$ cat config.mk
export PLATFORM = sky130hd
export DESIGN_NAME = code_memory_panel_programmer
export DESIGN_NICKNAME = d
export VERILOG_FILES = /design/src/panel_prog_pkg.sv /design/src/serial_link_if.sv /design/src/serial_prog_front_end.sv /design/src/code_memory_panel_programmer.sv
export SDC_FILE = /design/constraint.sdc
export NUM_CORES = 1
export LEC_CHECK = 0
export BUFFER_PORTS_ARGS = -buffer_cell sky130_fd_sc_hd__buf_4
export CORE_UTILIZATION = 40
export CTS_CLUSTER_SIZE = 24
export DETAILED_ROUTE_END_ITERATION = 10
export GPL_TIMING_DRIVEN = 1
export PLACE_DENSITY_LB_ADDON = 0.2
export SYNTH_ARGS = -nofsm -noshare
export SYNTH_HDL_FRONTEND = slang
export SYNTH_SLANG_ARGS = --single-unit
$ cat constraint.sdc
create_clock -name ref_clk_in -period 3.8 [get_ports ref_clk_in]
set_clock_uncertainty 0.1 [all_clocks]
set_input_delay 0.38 -clock ref_clk_in [delete_from_list [all_inputs] [get_ports ref_clk_in]]
set_output_delay 0.38 -clock ref_clk_in [all_outputs]
set_load 0.03 [all_outputs]
$ cat src/panel_prog_pkg.sv
// Shared constants and types for the panel write sequencer
`default_nettype none
package panel_prog_pkg;

	// Array geometry
	localparam int NUM_PANELS     = 8;  // Code memory panels
	localparam int BUF_BYTES      = 8;  // Write buffer depth per panel
	localparam int PTR_BITS       = 22; // Table pointer width
	localparam int PANEL_LSB      = 13; // Pointer bit where panel select starts
	localparam int PANEL_SEL_BITS = 3;  // Panel select width
	localparam int OFFSET_LSB     = 3;  // Pointer bit where row offset starts
	localparam int OFFSET_BITS    = 10; // Row offset width within a panel
	localparam int BYTE_SEL_BITS  = 3;  // Byte select inside a buffer
	localparam int FRAME_BITS     = 20; // Command plus payload bits

	// Link framing
	localparam logic [4:0] FRAME_LAST    = 5'h13; // Index of last bit
	localparam logic [4:0] PROG_RISE_CNT = 5'h03; // Bits done at 4th rise

	// Four-bit commands
	localparam logic [3:0] CMD_CORE         = 4'h0; // Core instruction
	localparam logic [3:0] CMD_TWRITE       = 4'hc; // Table write
	localparam logic [3:0] CMD_TWRITE_INC   = 4'hd; // Write, pointer += 2
	localparam logic [3:0] CMD_TWRITE_START = 4'hf; // Write, start program

	// Core opcodes understood by the sequencer
	localparam logic [7:0] OP_MOVLW  = 8'h0e; // Literal into working reg
	localparam logic [7:0] OP_MOVWF  = 8'h6e; // Working reg into file reg
	localparam logic [7:0] OP_CLRF   = 8'h6a; // Clear file reg
	localparam logic [3:0] OP_BSF_HI = 4'h8;  // Bit set, upper nibble
	localparam logic [3:0] OP_BCF_HI = 4'h9;  // Bit clear, upper nibble

	// File register addresses
	localparam logic [7:0] REG_PTR_UPPER = 8'hf8; // Pointer upper byte
	localparam logic [7:0] REG_PTR_HIGH  = 8'hf7; // Pointer high byte
	localparam logic [7:0] REG_PTR_LOW   = 8'hf6; // Pointer low byte
	localparam logic [7:0] REG_MEM_CTRL  = 8'ha6; // Memory access control

	// Memory access control bit positions
	localparam int CODE_SEL_BIT     = 7; // Code space select
	localparam int CFG_SEL_BIT      = 6; // Config space select
	localparam int WRITE_PERMIT_BIT = 2; // Write permit

	// Panel write mode control register
	localparam logic [PTR_BITS-1:0] MODE_CTRL_ADDR = 22'h3c0006;
	localparam logic [7:0] MODE_MULTI      = 8'h40; // All panels at once
	localparam logic [7:0] MODE_SINGLE     = 8'h00; // Pointer panel only
	localparam logic [7:0] MODE_CTRL_RESET = 8'h00; // Value after reset
	localparam int         MODE_MULTI_BIT  = 6;     // Multi-panel enable bit

	localparam logic [PTR_BITS-1:0] PTR_INC = 22'h000002; // Post increment

	// Sequencer states
	typedef enum logic [1:0] {
		SEQ_IDLE,
		SEQ_ARMED,
		SEQ_PROGRAM
	} seq_state_t;

	// Write buffers of all panels
	typedef logic [NUM_PANELS-1:0][BUF_BYTES-1:0][7:0] panel_buf_t;

endpackage
`default_nettype wire

$ cat src/serial_link_if.sv
// Decoded serial link events between front end and sequencer
`timescale 1ns/100ps
`default_nettype none
interface serial_link_if;
	logic        clk_rise;    // Serial clock rose, one cycle
	logic        clk_fall;    // Serial clock fell, one cycle
	logic [4:0]  bit_cnt;     // Bits taken in current frame
	logic        frame_valid; // Whole frame taken, one cycle
	logic [3:0]  cmd;         // Command of last frame
	logic [15:0] payload;     // Payload of last frame

	modport front_end (
		output clk_rise,
		output clk_fall,
		output bit_cnt,
		output frame_valid,
		output cmd,
		output payload
	);
	modport sequencer (
		input clk_rise,
		input clk_fall,
		input bit_cnt,
		input frame_valid,
		input cmd,
		input payload
	);
endinterface
`default_nettype wire

$ cat src/serial_prog_front_end.sv
// Serial clock and data synchroniser and 20-bit frame shifter
`timescale 1ns/100ps
`default_nettype none
module serial_prog_front_end (
	input  wire logic            ref_clk_in,
	input  wire logic            resetn_in,
	input  wire logic            serial_prog_clock_in,
	input  wire logic            serial_prog_data_line_in,
	serial_link_if.front_end     lnk
);

	// All front end state
	typedef struct packed {
		logic        clk_s1;  // Clock sync stage one
		logic        clk_s2;  // Clock sync stage two
		logic        clk_old; // Clock delayed for edge find
		logic        dat_s1;  // Data sync stage one
		logic        dat_s2;  // Data sync stage two
		logic [19:0] shift;   // Bits, lsb first
		logic [4:0]  cnt;     // Bits taken so far
		logic        done;    // Frame complete pulse
		logic [19:0] frame;   // Last complete frame
	} fe_ff_t;

	fe_ff_t fe_ff;   // Registered state
	fe_ff_t nxt_fe;  // Next state
	logic   rise;    // Clock edge up
	logic   fall;    // Clock edge down

	// Edges come from the second stage only
	assign rise = fe_ff.clk_s2 & ~fe_ff.clk_old;
	assign fall = ~fe_ff.clk_s2 & fe_ff.clk_old;

	// Next state: sync, shift on falling edge, count to frame end
	always_comb begin
		nxt_fe         = fe_ff;
		nxt_fe.clk_s1  = serial_prog_clock_in;
		nxt_fe.clk_s2  = fe_ff.clk_s1;
		nxt_fe.clk_old = fe_ff.clk_s2;
		nxt_fe.dat_s1  = serial_prog_data_line_in;
		nxt_fe.dat_s2  = fe_ff.dat_s1;
		nxt_fe.done    = 1'b0;
		if (fall) begin
			// Data shifts in lsb first, so new bit goes on top
			nxt_fe.shift = {fe_ff.dat_s2, fe_ff.shift[19:1]};
			if (fe_ff.cnt == panel_prog_pkg::FRAME_LAST) begin
				nxt_fe.cnt   = 5'h00;
				nxt_fe.done  = 1'b1;
				nxt_fe.frame = {fe_ff.dat_s2, fe_ff.shift[19:1]};
			end else begin
				nxt_fe.cnt = fe_ff.cnt + 5'h01;
			end
		end
	end

	// State register, synchronous reset
	always_ff @(posedge ref_clk_in) begin
		if (!resetn_in) begin
			fe_ff <= '0;
		end else begin
			fe_ff <= nxt_fe;
		end
	end

	assign lnk.clk_rise    = rise;
	assign lnk.clk_fall    = fall;
	assign lnk.bit_cnt     = fe_ff.cnt;
	assign lnk.frame_valid = fe_ff.done;
	assign lnk.cmd         = fe_ff.frame[3:0];
	assign lnk.payload     = fe_ff.frame[19:4];

endmodule
`default_nettype wire

$ cat src/code_memory_panel_programmer.sv
// Code memory panel write sequencer behind the serial programming pins
//
// Notes on behaviour
// - Each panel owns an eight-byte write buffer
// - Multi-panel mode programs all buffers, same offset
// - Mode register at 3C0006h selects write mode
// - Table write 40h there enables multi-panel
// - Program while fourth NOP clock stays high
// - Falling serial clock ends the programming cycle
// - Command 1101 stores two bytes, pointer +2
// - Command 1111 stores bytes, starts programming
// - Single-panel mode enables only pointer's panel
// - Table write 00h selects single-panel mode
`timescale 1ns/100ps
`default_nettype none
module code_memory_panel_programmer (
	input  wire logic                   ref_clk_in,
	input  wire logic                   resetn_in,
	input  wire logic                   serial_prog_clock_in,
	input  wire logic                   serial_prog_data_line_in,
	output logic                        program_active_out,
	output logic [7:0]                  panel_enable_out,
	output logic [9:0]                  panel_offset_out,
	output panel_prog_pkg::panel_buf_t  buffer_data_out,
	output logic [7:0]                  mode_ctrl_out,
	output logic [21:0]                 table_address_pointer_out,
	output logic [7:0]                  memory_access_control_out
);

	// All sequencer state
	typedef struct packed {
		panel_prog_pkg::seq_state_t state;     // Cycle phase
		logic [21:0]                ptr;       // Table pointer
		logic [7:0]                 wreg;      // Working register
		logic [7:0]                 mem_ctrl;  // Memory access control
		logic [7:0]                 mode_ctrl; // Panel write mode
		panel_prog_pkg::panel_buf_t bufs;      // Panel write buffers
		logic [7:0]                 panel_en;  // Panels being programmed
		logic [9:0]                 offset;    // Row offset in each panel
	} seq_ff_t;

	seq_ff_t     seq_ff;     // Registered state
	seq_ff_t     nxt_seq;    // Next state
	logic [7:0]  panel_hit;  // One-hot panel of current pointer
	logic [2:0]  wr_panel;   // Panel addressed by pointer
	logic [2:0]  wr_byte;    // Even byte addressed by pointer
	logic        wr_cmd;     // Frame is one of the table writes
	logic        accept;     // Frame may be acted on
	logic        wr_code;    // Table write lands in a buffer
	logic        wr_mode;    // Table write lands in mode register
	logic [7:0]  op;         // Core opcode byte
	logic [7:0]  arg;        // Core operand byte
	logic [7:0]  mv_val;     // Value moved into a file register

	serial_link_if lnk ();

	// Pin synchroniser and frame shifter
	serial_prog_front_end front (
		.ref_clk_in               (ref_clk_in),
		.resetn_in                (resetn_in),
		.serial_prog_clock_in     (serial_prog_clock_in),
		.serial_prog_data_line_in (serial_prog_data_line_in),
		.lnk                      (lnk.front_end)
	);

	// One comparator per panel for the pointer's panel
	genvar g;
	generate
		for (g = 0; g < panel_prog_pkg::NUM_PANELS; g++) begin : g_hit
			assign panel_hit[g] = (wr_panel == 3'(g));
		end
	endgenerate

	// Address and command decode
	assign wr_panel = seq_ff.ptr[panel_prog_pkg::PANEL_LSB +:
		panel_prog_pkg::PANEL_SEL_BITS];
	assign wr_byte  = {seq_ff.ptr[2:1], 1'b0};
	assign accept   = lnk.frame_valid &&
		(seq_ff.state == panel_prog_pkg::SEQ_IDLE);
	assign wr_cmd   = (lnk.cmd == panel_prog_pkg::CMD_TWRITE) ||
		(lnk.cmd == panel_prog_pkg::CMD_TWRITE_INC) ||
		(lnk.cmd == panel_prog_pkg::CMD_TWRITE_START);
	// Config space wins over code space when both are set
	assign wr_mode  = accept && wr_cmd &&
		seq_ff.mem_ctrl[panel_prog_pkg::CFG_SEL_BIT] &&
		(seq_ff.ptr == panel_prog_pkg::MODE_CTRL_ADDR);
	assign wr_code  = accept && wr_cmd &&
		seq_ff.mem_ctrl[panel_prog_pkg::CODE_SEL_BIT] &&
		!seq_ff.mem_ctrl[panel_prog_pkg::CFG_SEL_BIT];
	assign op       = lnk.payload[15:8];
	assign arg      = lnk.payload[7:0];
	assign mv_val   = (op == panel_prog_pkg::OP_MOVWF) ? seq_ff.wreg : 8'h00;

	// Next state: frame decode, buffer loading, programming phases
	always_comb begin
		nxt_seq = seq_ff;
		// Core instructions only touch pointer, W and access control
		if (accept && (lnk.cmd == panel_prog_pkg::CMD_CORE)) begin
			if (op == panel_prog_pkg::OP_MOVLW) begin
				nxt_seq.wreg = arg;
			end else if ((op == panel_prog_pkg::OP_MOVWF) ||
				(op == panel_prog_pkg::OP_CLRF)) begin
				case (arg)
					panel_prog_pkg::REG_PTR_UPPER: begin
						nxt_seq.ptr[21:16] = mv_val[5:0];
					end
					panel_prog_pkg::REG_PTR_HIGH: begin
						nxt_seq.ptr[15:8] = mv_val;
					end
					panel_prog_pkg::REG_PTR_LOW: begin
						nxt_seq.ptr[7:0] = mv_val;
					end
					panel_prog_pkg::REG_MEM_CTRL: begin
						nxt_seq.mem_ctrl = mv_val;
					end
					default: begin
						nxt_seq.wreg = seq_ff.wreg;
					end
				endcase
			end else if (arg == panel_prog_pkg::REG_MEM_CTRL) begin
				// Bit set or clear on access control, bit in op[3:1]
				if (op[7:4] == panel_prog_pkg::OP_BSF_HI) begin
					nxt_seq.mem_ctrl[op[3:1]] = 1'b1;
				end else if (op[7:4] == panel_prog_pkg::OP_BCF_HI) begin
					nxt_seq.mem_ctrl[op[3:1]] = 1'b0;
				end
			end
		end
		// Mode register takes the low payload byte
		if (wr_mode) begin
			nxt_seq.mode_ctrl = arg;
		end
		// Buffer write: low byte at even address, high byte next
		if (wr_code) begin
			nxt_seq.bufs[wr_panel][wr_byte]        = arg;
			nxt_seq.bufs[wr_panel][wr_byte | 3'h1] = op;
		end
		// Post increment applies in either space
		if (accept && (lnk.cmd == panel_prog_pkg::CMD_TWRITE_INC)) begin
			nxt_seq.ptr = seq_ff.ptr + panel_prog_pkg::PTR_INC;
		end
		// Phase sequencing
		case (seq_ff.state)
			panel_prog_pkg::SEQ_IDLE: begin
				if (accept &&
					(lnk.cmd == panel_prog_pkg::CMD_TWRITE_START)) begin
					nxt_seq.state  = panel_prog_pkg::SEQ_ARMED;
					// Offset taken from pointer that loaded the buffers
					nxt_seq.offset = seq_ff.ptr[panel_prog_pkg::OFFSET_LSB
						+: panel_prog_pkg::OFFSET_BITS];
					if (seq_ff.mode_ctrl[panel_prog_pkg::MODE_MULTI_BIT]) begin
						nxt_seq.panel_en = '1;
					end else begin
						nxt_seq.panel_en = panel_hit;
					end
				end
			end
			panel_prog_pkg::SEQ_ARMED: begin
				// Fourth clock of the following NOP opens the pulse
				if (lnk.clk_rise &&
					(lnk.bit_cnt == panel_prog_pkg::PROG_RISE_CNT)) begin
					nxt_seq.state = panel_prog_pkg::SEQ_PROGRAM;
				end
			end
			panel_prog_pkg::SEQ_PROGRAM: begin
				// Pulse width is the programmer's; discharge too
				if (lnk.clk_fall) begin
					nxt_seq.state    = panel_prog_pkg::SEQ_IDLE;
					nxt_seq.panel_en = 8'h00;
				end
			end
			default: begin
				nxt_seq.state = panel_prog_pkg::SEQ_IDLE;
			end
		endcase
	end

	// State register, synchronous reset
	always_ff @(posedge ref_clk_in) begin
		if (!resetn_in) begin
			seq_ff           <= '0;
			seq_ff.state     <= panel_prog_pkg::SEQ_IDLE;
			seq_ff.mode_ctrl <= panel_prog_pkg::MODE_CTRL_RESET;
		end else begin
			seq_ff <= nxt_seq;
		end
	end

	// Outputs straight from flops, except pulse flag decoded from state
	assign program_active_out        =
		(seq_ff.state == panel_prog_pkg::SEQ_PROGRAM);
	assign panel_enable_out          = seq_ff.panel_en;
	assign panel_offset_out          = seq_ff.offset;
	assign buffer_data_out           = seq_ff.bufs;
	assign mode_ctrl_out             = seq_ff.mode_ctrl;
	assign table_address_pointer_out = seq_ff.ptr;
	assign memory_access_control_out = seq_ff.mem_ctrl;

	// Pulse opens on the fourth rise after arming
	a_pulse_opens: assert property (
		@(posedge ref_clk_in) disable iff (!resetn_in)
		(seq_ff.state == panel_prog_pkg::SEQ_ARMED) && lnk.clk_rise &&
		(lnk.bit_cnt == panel_prog_pkg::PROG_RISE_CNT)
		|=> program_active_out)
		else $error("programming pulse did not start");

	// Pulse holds until the clock falls
	a_pulse_holds: assert property (
		@(posedge ref_clk_in) disable iff (!resetn_in)
		program_active_out && !lnk.clk_fall |=> program_active_out)
		else $error("programming pulse dropped early");

	// Falling clock ends the pulse and clears enables
	a_pulse_ends: assert property (
		@(posedge ref_clk_in) disable iff (!resetn_in)
		program_active_out && lnk.clk_fall
		|=> !program_active_out && (panel_enable_out == 8'h00))
		else $error("programming pulse did not end");

	// Start arms the sequencer
	a_start_arms: assert property (
		@(posedge ref_clk_in) disable iff (!resetn_in)
		accept && (lnk.cmd == panel_prog_pkg::CMD_TWRITE_START)
		|=> (seq_ff.state == panel_prog_pkg::SEQ_ARMED) && !program_active_out)
		else $error("start command did not arm");

	// Multi-panel start enables every panel at pointer offset
	a_multi_enables: assert property (
		@(posedge ref_clk_in) disable iff (!resetn_in)
		accept && (lnk.cmd == panel_prog_pkg::CMD_TWRITE_START) &&
		mode_ctrl_out[panel_prog_pkg::MODE_MULTI_BIT]
		|=> (panel_enable_out == 8'hff) &&
		(panel_offset_out == $past(table_address_pointer_out[12:3])))
		else $error("multi-panel enables wrong");

	// Single-panel start enables only the pointer's panel
	a_single_enable: assert property (
		@(posedge ref_clk_in) disable iff (!resetn_in)
		accept && (lnk.cmd == panel_prog_pkg::CMD_TWRITE_START) &&
		!mode_ctrl_out[panel_prog_pkg::MODE_MULTI_BIT]
		|=> $onehot(panel_enable_out) &&
		panel_enable_out[$past(wr_panel)])
		else $error("single-panel enable wrong");

	// Increment write advances pointer by two
	a_ptr_plus_two: assert property (
		@(posedge ref_clk_in) disable iff (!resetn_in)
		accept && (lnk.cmd == panel_prog_pkg::CMD_TWRITE_INC)
		|=> table_address_pointer_out ==
		22'($past(table_address_pointer_out) + 22'h000002))
		else $error("pointer did not advance by two");

	// Mode register write takes the low byte
	a_mode_write: assert property (
		@(posedge ref_clk_in) disable iff (!resetn_in)
		wr_mode |=> mode_ctrl_out == $past(lnk.payload[7:0]))
		else $error("mode register not written");

	// Buffer write stores both bytes at pointer
	a_buf_store: assert property (
		@(posedge ref_clk_in) disable iff (!resetn_in)
		wr_code |=>
		(buffer_data_out[$past(wr_panel)][$past(wr_byte)] ==
		$past(lnk.payload[7:0])) &&
		(buffer_data_out[$past(wr_panel)][$past(wr_byte) | 3'h1] ==
		$past(lnk.payload[15:8])))
		else $error("buffer bytes not stored");

endmodule
`default_nettype wire

After elaboration in Yosys (flattened, before gate mapping)
Index checks and enable logic that the tools add are counted.

word-level totals
  register bits after elaboration = 629
  output and inout bits = 569
  word-level logic and storage cells = 203

operators by class
  add/sub/neg operators = 2
  $lt $le $gt $ge = 8
  eq/ne operators = 28
  muxes and demuxes = 37
  bitwise logic cells = 8
  reduce and logical (&&, ||, !) cells = 38

operators by type and width
  operator                                             number
  bitwise mux 512 bit                                  2
  demux 64 bit (select 3 bit)                          2
  2-to-1 mux 8 bit                                     14
  2-to-1 mux 64 bit                                    1
  2-to-1 mux 56 bit                                    1
  2-to-1 mux 22 bit                                    2
  2-to-1 mux 38 bit                                    1
  demux 8 bit (select 2 bit)                           2
  == test 8 bit, second input constant                 4
  2-to-1 mux 30 bit                                    1
  adder 22 x 2 -> 22 bit, second input constant        1
  == test 22 bit, second input constant                1
  2-to-1 mux 21 bit                                    1
  == test 4 bit, second input constant                 5
  2-to-1 mux 18 bit                                    1
  == test 8 x 7 -> 1 bit, second input constant        2
  < comparator 3 x 4 -> 1 bit, second input constant   4
  case mux 8 bit (2 select lines)                      1
  AND reduction 4 bit                                  4
  logical AND 1 bit                                    14
  == test 3 bit, second input constant                 4
  >= comparator 3 x 1 -> 1 bit, second input constant  4
  nonzero test 2 bit                                   6
  bitwise AND 8 bit                                    1
  28 further kinds                                     42

Logic depth before layout (Yosys ltp)
Gate-level depths: netlist of the first run.

  depth in word-level cells = 13
  mapped depth = 9
  depth with buffers taken out = 6

By module
Synthesis of the first run repeated with hierarchy kept, for this count alone.

second synthesis, totals
  cells, all modules = 3,060
  area total of the unflattened synthesis = 26,256.4 um^2

modules (own cells, without submodules)
  module                        instances  cells each  area each (um^2)  seq. area each (um^2)
  code_memory_panel_programmer  1          2,825       24,198.2          11,571.1
  serial_prog_front_end         1          235         2,058.2           1,001.0

Worst setup path before layout of the first run
Ideal clock, no wire load.

  path kind = register to register
  start point = reg front.fe_ff (netlist bit front.lnk.cmd[1])
  end point = reg seq_ff (netlist bit table_address_pointer_out[15])
  setup time = 0.122 ns
  arrival time = 2.471 ns
  data required time = 3.578 ns
  path slack = 1.107 ns
  cell stages (with the launch flop) = 9
  buffers on the path = 3
  period minus slack after synthesis = 2.693 ns
  cells stage by stage = dfxtp_1 or4_4 or2_0 buf_6 or4_4 buf_6 and2_4 buf_6 o311a_1

between the ends
  cells in the longest elaborated chain, start to end = 4

RTL lines
  item                                                                           line                                                                     text
  start, declared                                                                serial_prog_front_end.sv:25                                              fe_ff_t fe_ff;
  start signal, assigned                                                         serial_prog_front_end.sv:61                                              fe_ff <= nxt_fe;
  == test 4 bit or logical NOT 4 bit (tied branches)                             code_memory_panel_programmer.sv:139, code_memory_panel_programmer.sv:98
  logical AND 1 bit (on tied branches)                                           code_memory_panel_programmer.sv:139, code_memory_panel_programmer.sv:98
  != test 2 x 1 -> 1 bit (no source line) or nonzero test 2 bit (tied branches)  -
  AND reduction 4 bit (no source line)                                           -
  end signal, assigned                                                           code_memory_panel_programmer.sv:185                                      seq_ff <= nxt_seq;
  end, declared                                                                  code_memory_panel_programmer.sv:42                                       seq_ff_t seq_ff;

Several ways; a longest one is shown, not always the timed one.
A chain may end at the register's enable or synchronous reset.

Final worst setup path of the first run
  start point = reg seq_ff[577] in the netlist's numbering
  end point = reg seq_ff (netlist bit buffer_data_out[253])

between the ends
  cells in the longest elaborated chain, start to end = 5

RTL lines
  item                            line                                text
  logical NOT 2 bit               code_memory_panel_programmer.sv:79  (seq_ff.state == panel_prog_pkg::SEQ_IDLE);
  logical AND 1 bit               code_memory_panel_programmer.sv:78  assign accept = lnk.frame_valid &&
  logical AND 1 bit (2 in a row)  code_memory_panel_programmer.sv:87  assign wr_code = accept && wr_cmd &&
  logical AND 1 bit               code_memory_panel_programmer.sv:88  seq_ff.mem_ctrl[panel_prog_pkg::CODE_SEL_BIT] &&

No other way between the ends.

==> impl_metrics.json, run 1 <==
{
  "arrival_ns": 3.91,
  "leakage_nw": 15.6,
  "critPathRequiredTime_ns": 4.22,
  "vias_per_cell": 4.97,
  "grt_pass1_vias": 18700,
  "syn_avg_cell_area_sq_um": 9.32,
  "synth_seq_cells": 628,
  "grt_pass1_wl_mm": 125,
  "muxShareOfSynthArea": 0.190,
  "syn_to_final_growth_pct": 11.8,
  "synth_ff_type": "dfxtp_1",
  "cts_hold_buf": 2,
  "final_cell_mix": "nand2_1 (695), dfxtp_1 (628), buf_4 (612)",
  "cts.sink_count": 628,
  "synth_xor_area_frac": 0.000945,
  "numCtsBuffers": 72,
  "rows": 96,
  "worst_setup_path_end_kind": "flop",
  "peakVddDrop_v": 0.000261,
  "worstMarginPinSlew_ns": 1.20,
  "clock-root-buffer": "clkbuf_16",
  "coreArea_sq_um": 68700,
  "max_freq_mhz": 287,
  "ioPinCount": 573,
  "gr-total-overflow": 0,
  "setup-tns-final_ns": 0,
  "max-slew-margin-rel": 0.195,
  "synth_top_family_by_area": "multiplexers",
  "power_density_nw_per_um2": 448,
  "cts_tree": "done",
  "dr.pass1.iters": 5,
  "drcViolationCount": 0,
  "synth_nets": 2994,
  "setup_viol_count_final": 0,
  "drtAntennaViolNets": 0,
  "h-tree-depth": 3,
  "synthAdderAreaFrac": 0.00225,
  "final_common_cell": "nand2_1",
  "insertion_delay_ns": 0.61,
  "maxSlewViolCount": 0,
  "clk_pin_slew_worst_paths_ns": 0.06,
  "ys_types": 63,
  "maxCapViolations": 0,
  "critPathMaxFanout": 16,
  "crit_type": "reg -> reg",
  "grt_usage": 0.237,
  "timing.final.hold_violations": 0,
  "wire_per_inst_um": 22.3,
  "grt_max_degree": 189,
  "outcome": "finished clean",
  "hp-class": "in -> reg",
  "synth_edf_count": 0,
  "syn_inst": 2985,
  "synth_compound_area_frac": 0.0380,
  "postCtsSetupBuffers": 0,
  "rsz0062_at_grt": "no",
  "die_height_um": 266,
  "antenna_cells": 0,
  "io_buffers": 572,
  "cp-start-kind": "flop",
  "yosys.area_share.simple": 0.133,
  "yosysSeqAreaShare": 0.452,
  "hpwlAfterDp_mm": 57.8,
  "num_vias": 19400,
  "drt_iter0_drc": 1296,
  "cts.repair.resized": 0,
  "die_w_um": 266,
  "initial_core_util": 0.405,
  "async_flop_share": 0,
  "post-route-min-period_ns": 3.49,
  "ys_warn_count": 0,
  "finalWirelength_mm": 86.9,
  "whs_ns": 0.183,
  "clock_path_buffers": 3,
  "period_share": 0.918,
  "layout.nets": 2921,
  "total_power_w": 0.0139,
  "nFillCells": 6664,
  "place_congestion": 0.842,
  "antenna_found_initial": 2,
  "synth_area_sq_um": 27800,
  "layout-drive-gt1-share": 0.263,
  "dieArea_sq_um": 70600
}
-- Yosys cell counts (3+ instances only) --
master	instances	share of area
mux2i_1	528	0.19
buf_2	35	0.0063
nand4_1	18	0.0040
nand2b_1	6	0.0013
a31oi_1	5	0.0011
nor3b_1	5	0.0013
buf_4	571	0.15
o22ai_1	3	0.00067
and2_1	15	0.0034
a32o_1	5	0.0018
nand3_1	11	0.0020
and3_1	5	0.0011
clkbuf_1	156	0.021
or3_1	4	0.00090
nor2b_1	3	0.00067
o21ai_0	21	0.0038
o32ai_1	12	0.0038
a22oi_1	3	0.00081
nor3_1	10	0.0018
buf_6	3	0.0012
nor4_1	10	0.0022
inv_1	7	0.00094
nor2_1	37	0.0050
nor4b_1	3	0.00094
o31a_1	7	0.0022
a21oi_1	84	0.015
ha_1	5	0.0022
nand2_2	23	0.0052
a22o_1	3	0.00094
or4_1	5	0.0013
dfxtp_1	628	0.45
nand2_1	711	0.096
and4_1	5	0.0016
-- critical path, stage by stage (launching register included) --
cell       delay, ns
dfxtp_1         0.34
or3b_2          0.52
a2111oi_0       0.71
and2_1          0.64
nand2_1         0.71
mux2i_1         0.36
-- metal layers --
layer,vias to the layer above,share of wire,GRT usage
met5,-,0,0
met1,9477,0.41,0.293
met3,135,0.072,0.0597
met4,0,0.028,0.0784
li1,9120,-,-
met2,656,0.49,0.401
-- power breakdown --
part,internal (W),switching (W),leakage [nW]
clock network,0.00432,0.00289,1.20
registers,0.00659,0.00000169,5.06
logic,0.0000148,0.000122,9.32
total,0.0109,0.00302,15.6
-- cells by family after synthesis --
logic type,Yosys count
buf+inv,773
simple gates,883
fa+ha+maj,5
mux,528
xor+xnor,3
compound gates,165
flops,628
-- cell type report --
cell class	instances	area, sq um	area share
sequential	628	12600	0.404
multi-input combinational	1584	10200	0.327
timing repair buffer	618	4690	0.151
clock buffer	107	2090	0.0674
tap	931	1160	0.0375
clock inverter	26	362	0.0116
inverter	8	30.0	0.000966
-- per-stage QoR --
stage / util / instance area, sq um / setup WS [ns] / std cells
floorplan: - / 27800 / 1.11 / 2985
global placement: 0.416 / 28600 / 0.421 / 3767
detailed placement: 0.416 / 28600 / 0.287 / 3767
CTS: 0.452 / 31100 / 0.298 / 3902
global route: 0.452 / 31100 / 0.0508 / 3902
finish: 0.452 / 31100 / 0.313 / 3902
-- state kept, by name, indices dropped and copies added (netlist names), named ones only --
signal and flops:
buffer_data_out 512, front.fe_ff 24, table_address_pointer_out 22, front.lnk.payload 16
panel_offset_out 10, seq_ff 10, mode_ctrl_out 8, panel_enable_out 8
front.lnk.bit_cnt 5, front.lnk.cmd 4, front.lnk.frame_valid 1
-- path summary, 6_finish.rpt --
kind | start | endpoint | slack [ns] | depth (start not counted)
min | resetn_in | buffer_data_out[24] | 0.18 | 3
max | seq_ff[577] | buffer_data_out[253] | 0.31 | 5
min reg2reg | front.fe_ff[50] | front.fe_ff[49] | 0.33 | 1
max reg2reg | seq_ff[577] | buffer_data_out[253] | 0.31 | 5
(Power assumes the default switching activity.)
==> run 2, diff against run 1 <==
==> constraint.sdc (replaced) <==
create_clock -name ref_clk_in -period 3.65 [get_ports ref_clk_in]
set_clock_uncertainty 0.1 [all_clocks]
set_input_delay 0.365 -clock ref_clk_in [delete_from_list [all_inputs] [get_ports ref_clk_in]]
set_output_delay 0.365 -clock ref_clk_in [all_outputs]
set_load 0.03 [all_outputs]
==> impl_metrics.json, run 2 (synthesis gave the netlist of run 1 again) <==
{
  "outcome": "finished clean",
  "cp-start-kind": "flop",
  "worst_setup_path_end_kind": "flop",
  "met2_usage": 0.402,
  "arrival_ns": 3.61,
  "rr_startpoint": "seq_ff[577]",
  "grt_use_met1": 0.286,
  "r2r_slack_ns": 0.37,
  "setup_viol_count_final": 0,
  "num_vias": 19300,
  "finalWirelength_mm": 86.0,
  "grt_pass1_wl_mm": 124,
  "vias_per_cell": 4.95,
  "peakVddDrop_v": 0.000320,
  "hpwlAfterDp_mm": 56.9,
  "min_path_cells": 3,
  "rows": 96,
  "postCtsSetupBuffers": 0,
  "cp.depth": 6,
  "gr-total-overflow": 0,
  "cpMaxStageDelayCell": "and2_1",
  "critPathRequiredTime_ns": 3.99,
  "multi_input_area_sq_um": 10200,
  "rsz0062_at_grt": "no",
  "leakage_nw": 15.5,
  "place_congestion": 0.897,
  "timing.final.hold_violations": 0,
  "cts_tree": "done",
  "clk_pin_slew_worst_paths_ns": 0.06,
  "coreArea_sq_um": 68700,
  "crit_chain": "or3b_2 > a2111oi_0 > buf_4 > and2_1 > nand2_2 > mux2i_1",
  "whs_ns": 0.0944,
  "drcViolationCount": 0,
  "numCtsBuffers": 71,
  "insertion_delay_ns": 0.62,
  "maxCapViolations": 0,
  "io_buffers": 572,
  "drtAntennaViolNets": 0,
  "wire_per_inst_um": 22.1,
  "cpPeakStageDelay_ns": 0.60,
  "initial_core_util": 0.405,
  "busiest_layer": "met2",
  "setup-tns-final_ns": 0,
  "drt_iter0_drc": 1558,
  "final_cell_mix": "nand2_1 (695), dfxtp_1 (628), buf_4 (613)",
  "post-route-min-period_ns": 3.28,
  "period_share": 0.898,
  "ioPinCount": 573,
  "dr.pass1.iters": 6,
  "worstMarginPinSlew_ns": 1.15,
  "instances_no_fill": 3897,
  "syn_to_final_growth_pct": 11.3,
  "max_freq_mhz": 305,
  "rr_worst_depth": 6,
  "critPathMaxFanout": 16,
  "grt_max_degree": 207,
  "grt_pass1_vias": 18700,
  "cts.sink_count": 628,
  "clock_path_buffers": 3,
  "nFillCells": 6593,
  "die_w_um": 266,
  "crit_type": "reg -> reg",
  "rr_endpoint": "buffer_data_out[323]",
  "layout-drive-gt1-share": 0.264,
  "antenna_found_initial": 1,
  "maxSlewViolCount": 0,
  "clock-root-buffer": "clkbuf_16",
  "grt_usage": 0.234,
  "h-tree-depth": 3,
  "max-slew-margin-rel": 0.227,
  "hp-class": "in -> reg",
  "power_density_nw_per_um2": 454,
  "cts_hold_buf": 2,
  "hp-start": "resetn_in",
  "critPathBufInv": 1,
  "critical_path.top_delay_family": "simple AND/OR/NAND/NOR gates",
  "place_inst": 3768,
  "dieArea_sq_um": 70600,
  "ff_latch_area_sq_um": 12600,
  "use_met3": 0.0602,
  "layout.nets": 2921,
  "cts.repair.resized": 0,
  "largest_register_ff_count": 512,
  "die_height_um": 266,
  "hold_end": "buffer_data_out[69]",
  "final_common_cell": "nand2_1"
}
run 2: cell count changes in the layout (fill, tap and decap cells not counted), sizes merged:
cell and delta:
diode +1, bufinv -6, buf +1, clkbuf -8, inv -1, clkinv +4
clkinvlp +4
run 2: worst min-delay path, stage by stage:
cell and delay [ns]:
buf_8 0.19, nand2_1 0.12, mux2i_1 0.05
run 2: final cells by class:
type                       count  area share
timing repair buffer         619       0.152
antenna                        1   0.0000809
inverter                       8    0.000970
clock inverter                27     0.00793
clock buffer                  99      0.0667
multi-input combinational   1584       0.329
tap                          931      0.0376
sequential                   628       0.406
run 2: worst max path at each step:
| stage | startpoint | to |
|---|---|---|
| floorplan | front.lnk.cmd[1] | table_address_pointer_out[15] |
| global placement | seq_ff[577] | buffer_data_out[331] |
| detailed placement | seq_ff[577] | buffer_data_out[331] |
| CTS | seq_ff[577] | buffer_data_out[323] |
| global route | seq_ff[577] | buffer_data_out[323] |
| finish | seq_ff[577] | buffer_data_out[323] |
run 2: power breakdown:
group	leakage, nW	switching, W	internal, W
Clock	1.12	0.00300	0.00406
Sequential	5.06	0.00000204	0.00686
Combinational	9.32	0.000127	0.0000161
run 2: per-layer routing:
layer	wire, um	part of all wire
met2	41900	0.49
met1	36000	0.42
met5	0	0
met4	2380	0.028
met3	5690	0.066
run 2: stage by stage:
step	total power, W	setup slack, ns	instance area (sq um)	util
4_1_cts	0.0142	0.288	30900	0.450
3_3_place_gp	0.00715	0.356	28600	0.416
2_1_floorplan	0.00711	0.957	27800	-
5_1_grt	0.0145	0.161	30900	0.450
6_report	0.0141	0.371	30900	0.450
3_5_place_dp	0.00715	0.319	28600	0.416
==> run 3, diff against run 2 <==
--- a/config.mk
+++ b/config.mk
@@ -5,10 +5,10 @@
 export SDC_FILE = /design/constraint.sdc
 export NUM_CORES = 1
 export LEC_CHECK = 0
-export BUFFER_PORTS_ARGS = -buffer_cell sky130_fd_sc_hd__buf_4
 export CORE_UTILIZATION = 40
 export CTS_CLUSTER_SIZE = 24
 export DETAILED_ROUTE_END_ITERATION = 10
+export DONT_BUFFER_PORTS = 1
 export GPL_TIMING_DRIVEN = 1
 export PLACE_DENSITY_LB_ADDON = 0.2
 export SYNTH_ARGS = -nofsm -noshare
==> constraint.sdc (replaced) <==
create_clock -name ref_clk_in -period 3.9 [get_ports ref_clk_in]
set_clock_uncertainty 0.1 [all_clocks]
set_input_delay 0.39 -clock ref_clk_in [delete_from_list [all_inputs] [get_ports ref_clk_in]]
set_output_delay 0.39 -clock ref_clk_in [all_outputs]
set_load 0.03 [all_outputs]
==> impl_metrics.json, run 3 (synthesis gave the netlist of run 1 again) <==
{
  "rr_worst_depth": 7,
  "critPathRequiredTime_ns": 4.21,
  "drtAntennaViolNets": 0,
  "ioPinCount": 573,
  "critPathMaxFanout": 16,
  "startpoint": "seq_ff[577]",
  "final_core_util": 0.396,
  "timing.final.hold_violations": 0,
  "power_density_nw_per_um2": 485,
  "crit_path_end": "buffer_data_out[156]",
  "wire_per_inst_um": 25.2,
  "grt_pass1_wl_mm": 122,
  "cp.depth": 7,
  "rr_startpoint": "seq_ff[577]",
  "antenna_cells": 0,
  "critPathBufInv": 2,
  "rsz0062_at_grt": "no",
  "clock_path_buffers": 3,
  "vias_per_cell": 5.20,
  "period_share": 0.860,
  "max_freq_mhz": 298,
  "hpwlAfterDp_mm": 52.8,
  "rows": 96,
  "layout-drive-gt1-share": 0.0846,
  "syn_to_final_growth_pct": -2.21,
  "outcome": "finished clean",
  "antenna_found_initial": 0,
  "dr.pass1.iters": 5,
  "layout.nets": 2402,
  "gr-total-overflow": 0,
  "final_common_cell": "nand2_1",
  "peakVddDrop_v": 0.000378,
  "post-route-min-period_ns": 3.35,
  "nFillCells": 6820,
  "clk_pin_slew_worst_paths_ns": 0.06,
  "grt_max_degree": 203,
  "timing.critical_path.mode_cell": "buf_4",
  "h-tree-depth": 3,
  "grt_pass1_vias": 17100,
  "cts_tree": "done",
  "cpPeakStageDelay_ns": 0.82,
  "initial_core_util": 0.405,
  "cts.sink_count": 628,
  "num_vias": 17500,
  "final_cell_mix": "nand2_1 (695), dfxtp_1 (628), mux2i_1 (528)",
  "crit_type": "reg -> reg",
  "total_power_w": 0.0132,
  "die_height_um": 266,
  "insertion_delay_ns": 0.60,
  "cpMaxStageDelayCell": "a2111oi_0",
  "setup-tns-final_ns": 0,
  "drcViolationCount": 0,
  "cts_hold_buf": 55,
  "dieArea_sq_um": 70600,
  "die_w_um": 266,
  "maxSlewViolCount": 0,
  "r2r_slack_ns": 0.55,
  "rr_endpoint": "buffer_data_out[156]",
  "cp-start-kind": "flop",
  "worstMarginPinSlew_ns": 1.22,
  "maxCapViolations": 0,
  "worst_setup_path_end_kind": "flop",
  "finalWirelength_mm": 85.0,
  "max-slew-margin-rel": 0.186,
  "place_congestion": 0.870,
  "postCtsSetupBuffers": 0,
  "cts.repair.resized": 0,
  "grt_usage": 0.233,
  "arrival_ns": 3.67,
  "clock-root-buffer": "clkbuf_16",
  "hp-class": "in -> reg",
  "io_buffers": 0,
  "critical_path.top_delay_family": "simple AND/OR/NAND/NOR gates",
  "numCtsBuffers": 72,
  "setup_viol_count_final": 0,
  "coreArea_sq_um": 68700,
  "drt_iter0_drc": 1128,
  "largest_register_ff_count": 512,
  "crit_chain": "or3b_2 > a2111oi_0 > buf_4 > and2_1 > buf_4 > nand2_2 > mux2i_1",
  "min_path_cells": 3,
  "leakage_nw": 12.5
}
==> run 3: cell count changes in the layout (fill, tap and decap cells not counted), moves of 2 or more <==
| cell | previous run | this run |
|---|---|---|
| buf_16 | 0 | 4 |
| buf_4 | 613 | 43 |
| clkinv_8 | 4 | 0 |
| clkbuf_8 | 14 | 12 |
| dlygate4sd3_1 | 2 | 50 |
| inv_6 | 2 | 5 |
| clkinv_2 | 12 | 9 |
| clkbuf_1 | 12 | 20 |
| bufinv_16 | 1 | 3 |
| clkinvlp_4 | 7 | 3 |
==> run 3: report_power, final <==
| group | switching (W) | total, W | internal, W |
|---|---|---|---|
| Sequential | 0.00000133 | 0.00642 | 0.00642 |
| Clock | 0.00274 | 0.00663 | 0.00389 |
| Combinational | 0.000118 | 0.000142 | 0.0000236 |
| Total | 0.00286 | 0.0132 | 0.0103 |
==> run 3: metrics by stage <==
| step | setup WS (ns) | std cells | hold slack (ns) | cell area (sq um) |
|---|---|---|---|---|
| floorplan | 1.21 | 2985 | 0.312 | 27800 |
| global route | 0.352 | 3377 | 0.0710 | 27200 |
| global placement | 0.506 | 3195 | 0.320 | 24300 |
| CTS | 0.477 | 3377 | 0.0445 | 27200 |
| finish | 0.545 | 3377 | 0.133 | 27200 |
| detailed placement | 0.497 | 3195 | 0.319 | 24300 |
==> run 3: area by class of cell <==
cell class                 count  area, sq um  area share
multi-input combinational   1584        10200       0.374
sequential                   628        12600       0.462
clock buffer                 105         2070      0.0760
inverter                       8         30.0     0.00110
clock inverter                22          221     0.00814
tap                          931         1160      0.0428
timing repair buffer          99          973      0.0358
==> run 3: worst min path at each step <==
stage / slack [ns] / startpoint / endpoint
final: 0.13 / resetn_in / buffer_data_out[497]
after global routing: 0.07 / resetn_in / buffer_data_out[447]
after CTS: 0.04 / resetn_in / buffer_data_out[447]
after detailed placement: 0.32 / front.fe_ff[47] / front.fe_ff[46]
after global placement: 0.32 / front.fe_ff[47] / front.fe_ff[46]
after floorplan: 0.31 / front.fe_ff[47] / front.fe_ff[46]
==> run 3: tightest hold or removal path: stages <==
cell and delay, ns:
buf_12 0.16, nand2_1 0.11, mux2i_1 0.06
==> run 3: routing by layer <==
layer	global-route usage	share of wire	up-vias
met5	0	0	-
met2	0.392	0.49	628
li1	-	-	8071
met3	0.0699	0.080	143
met4	0.0780	0.027	0
met1	0.281	0.41	8706
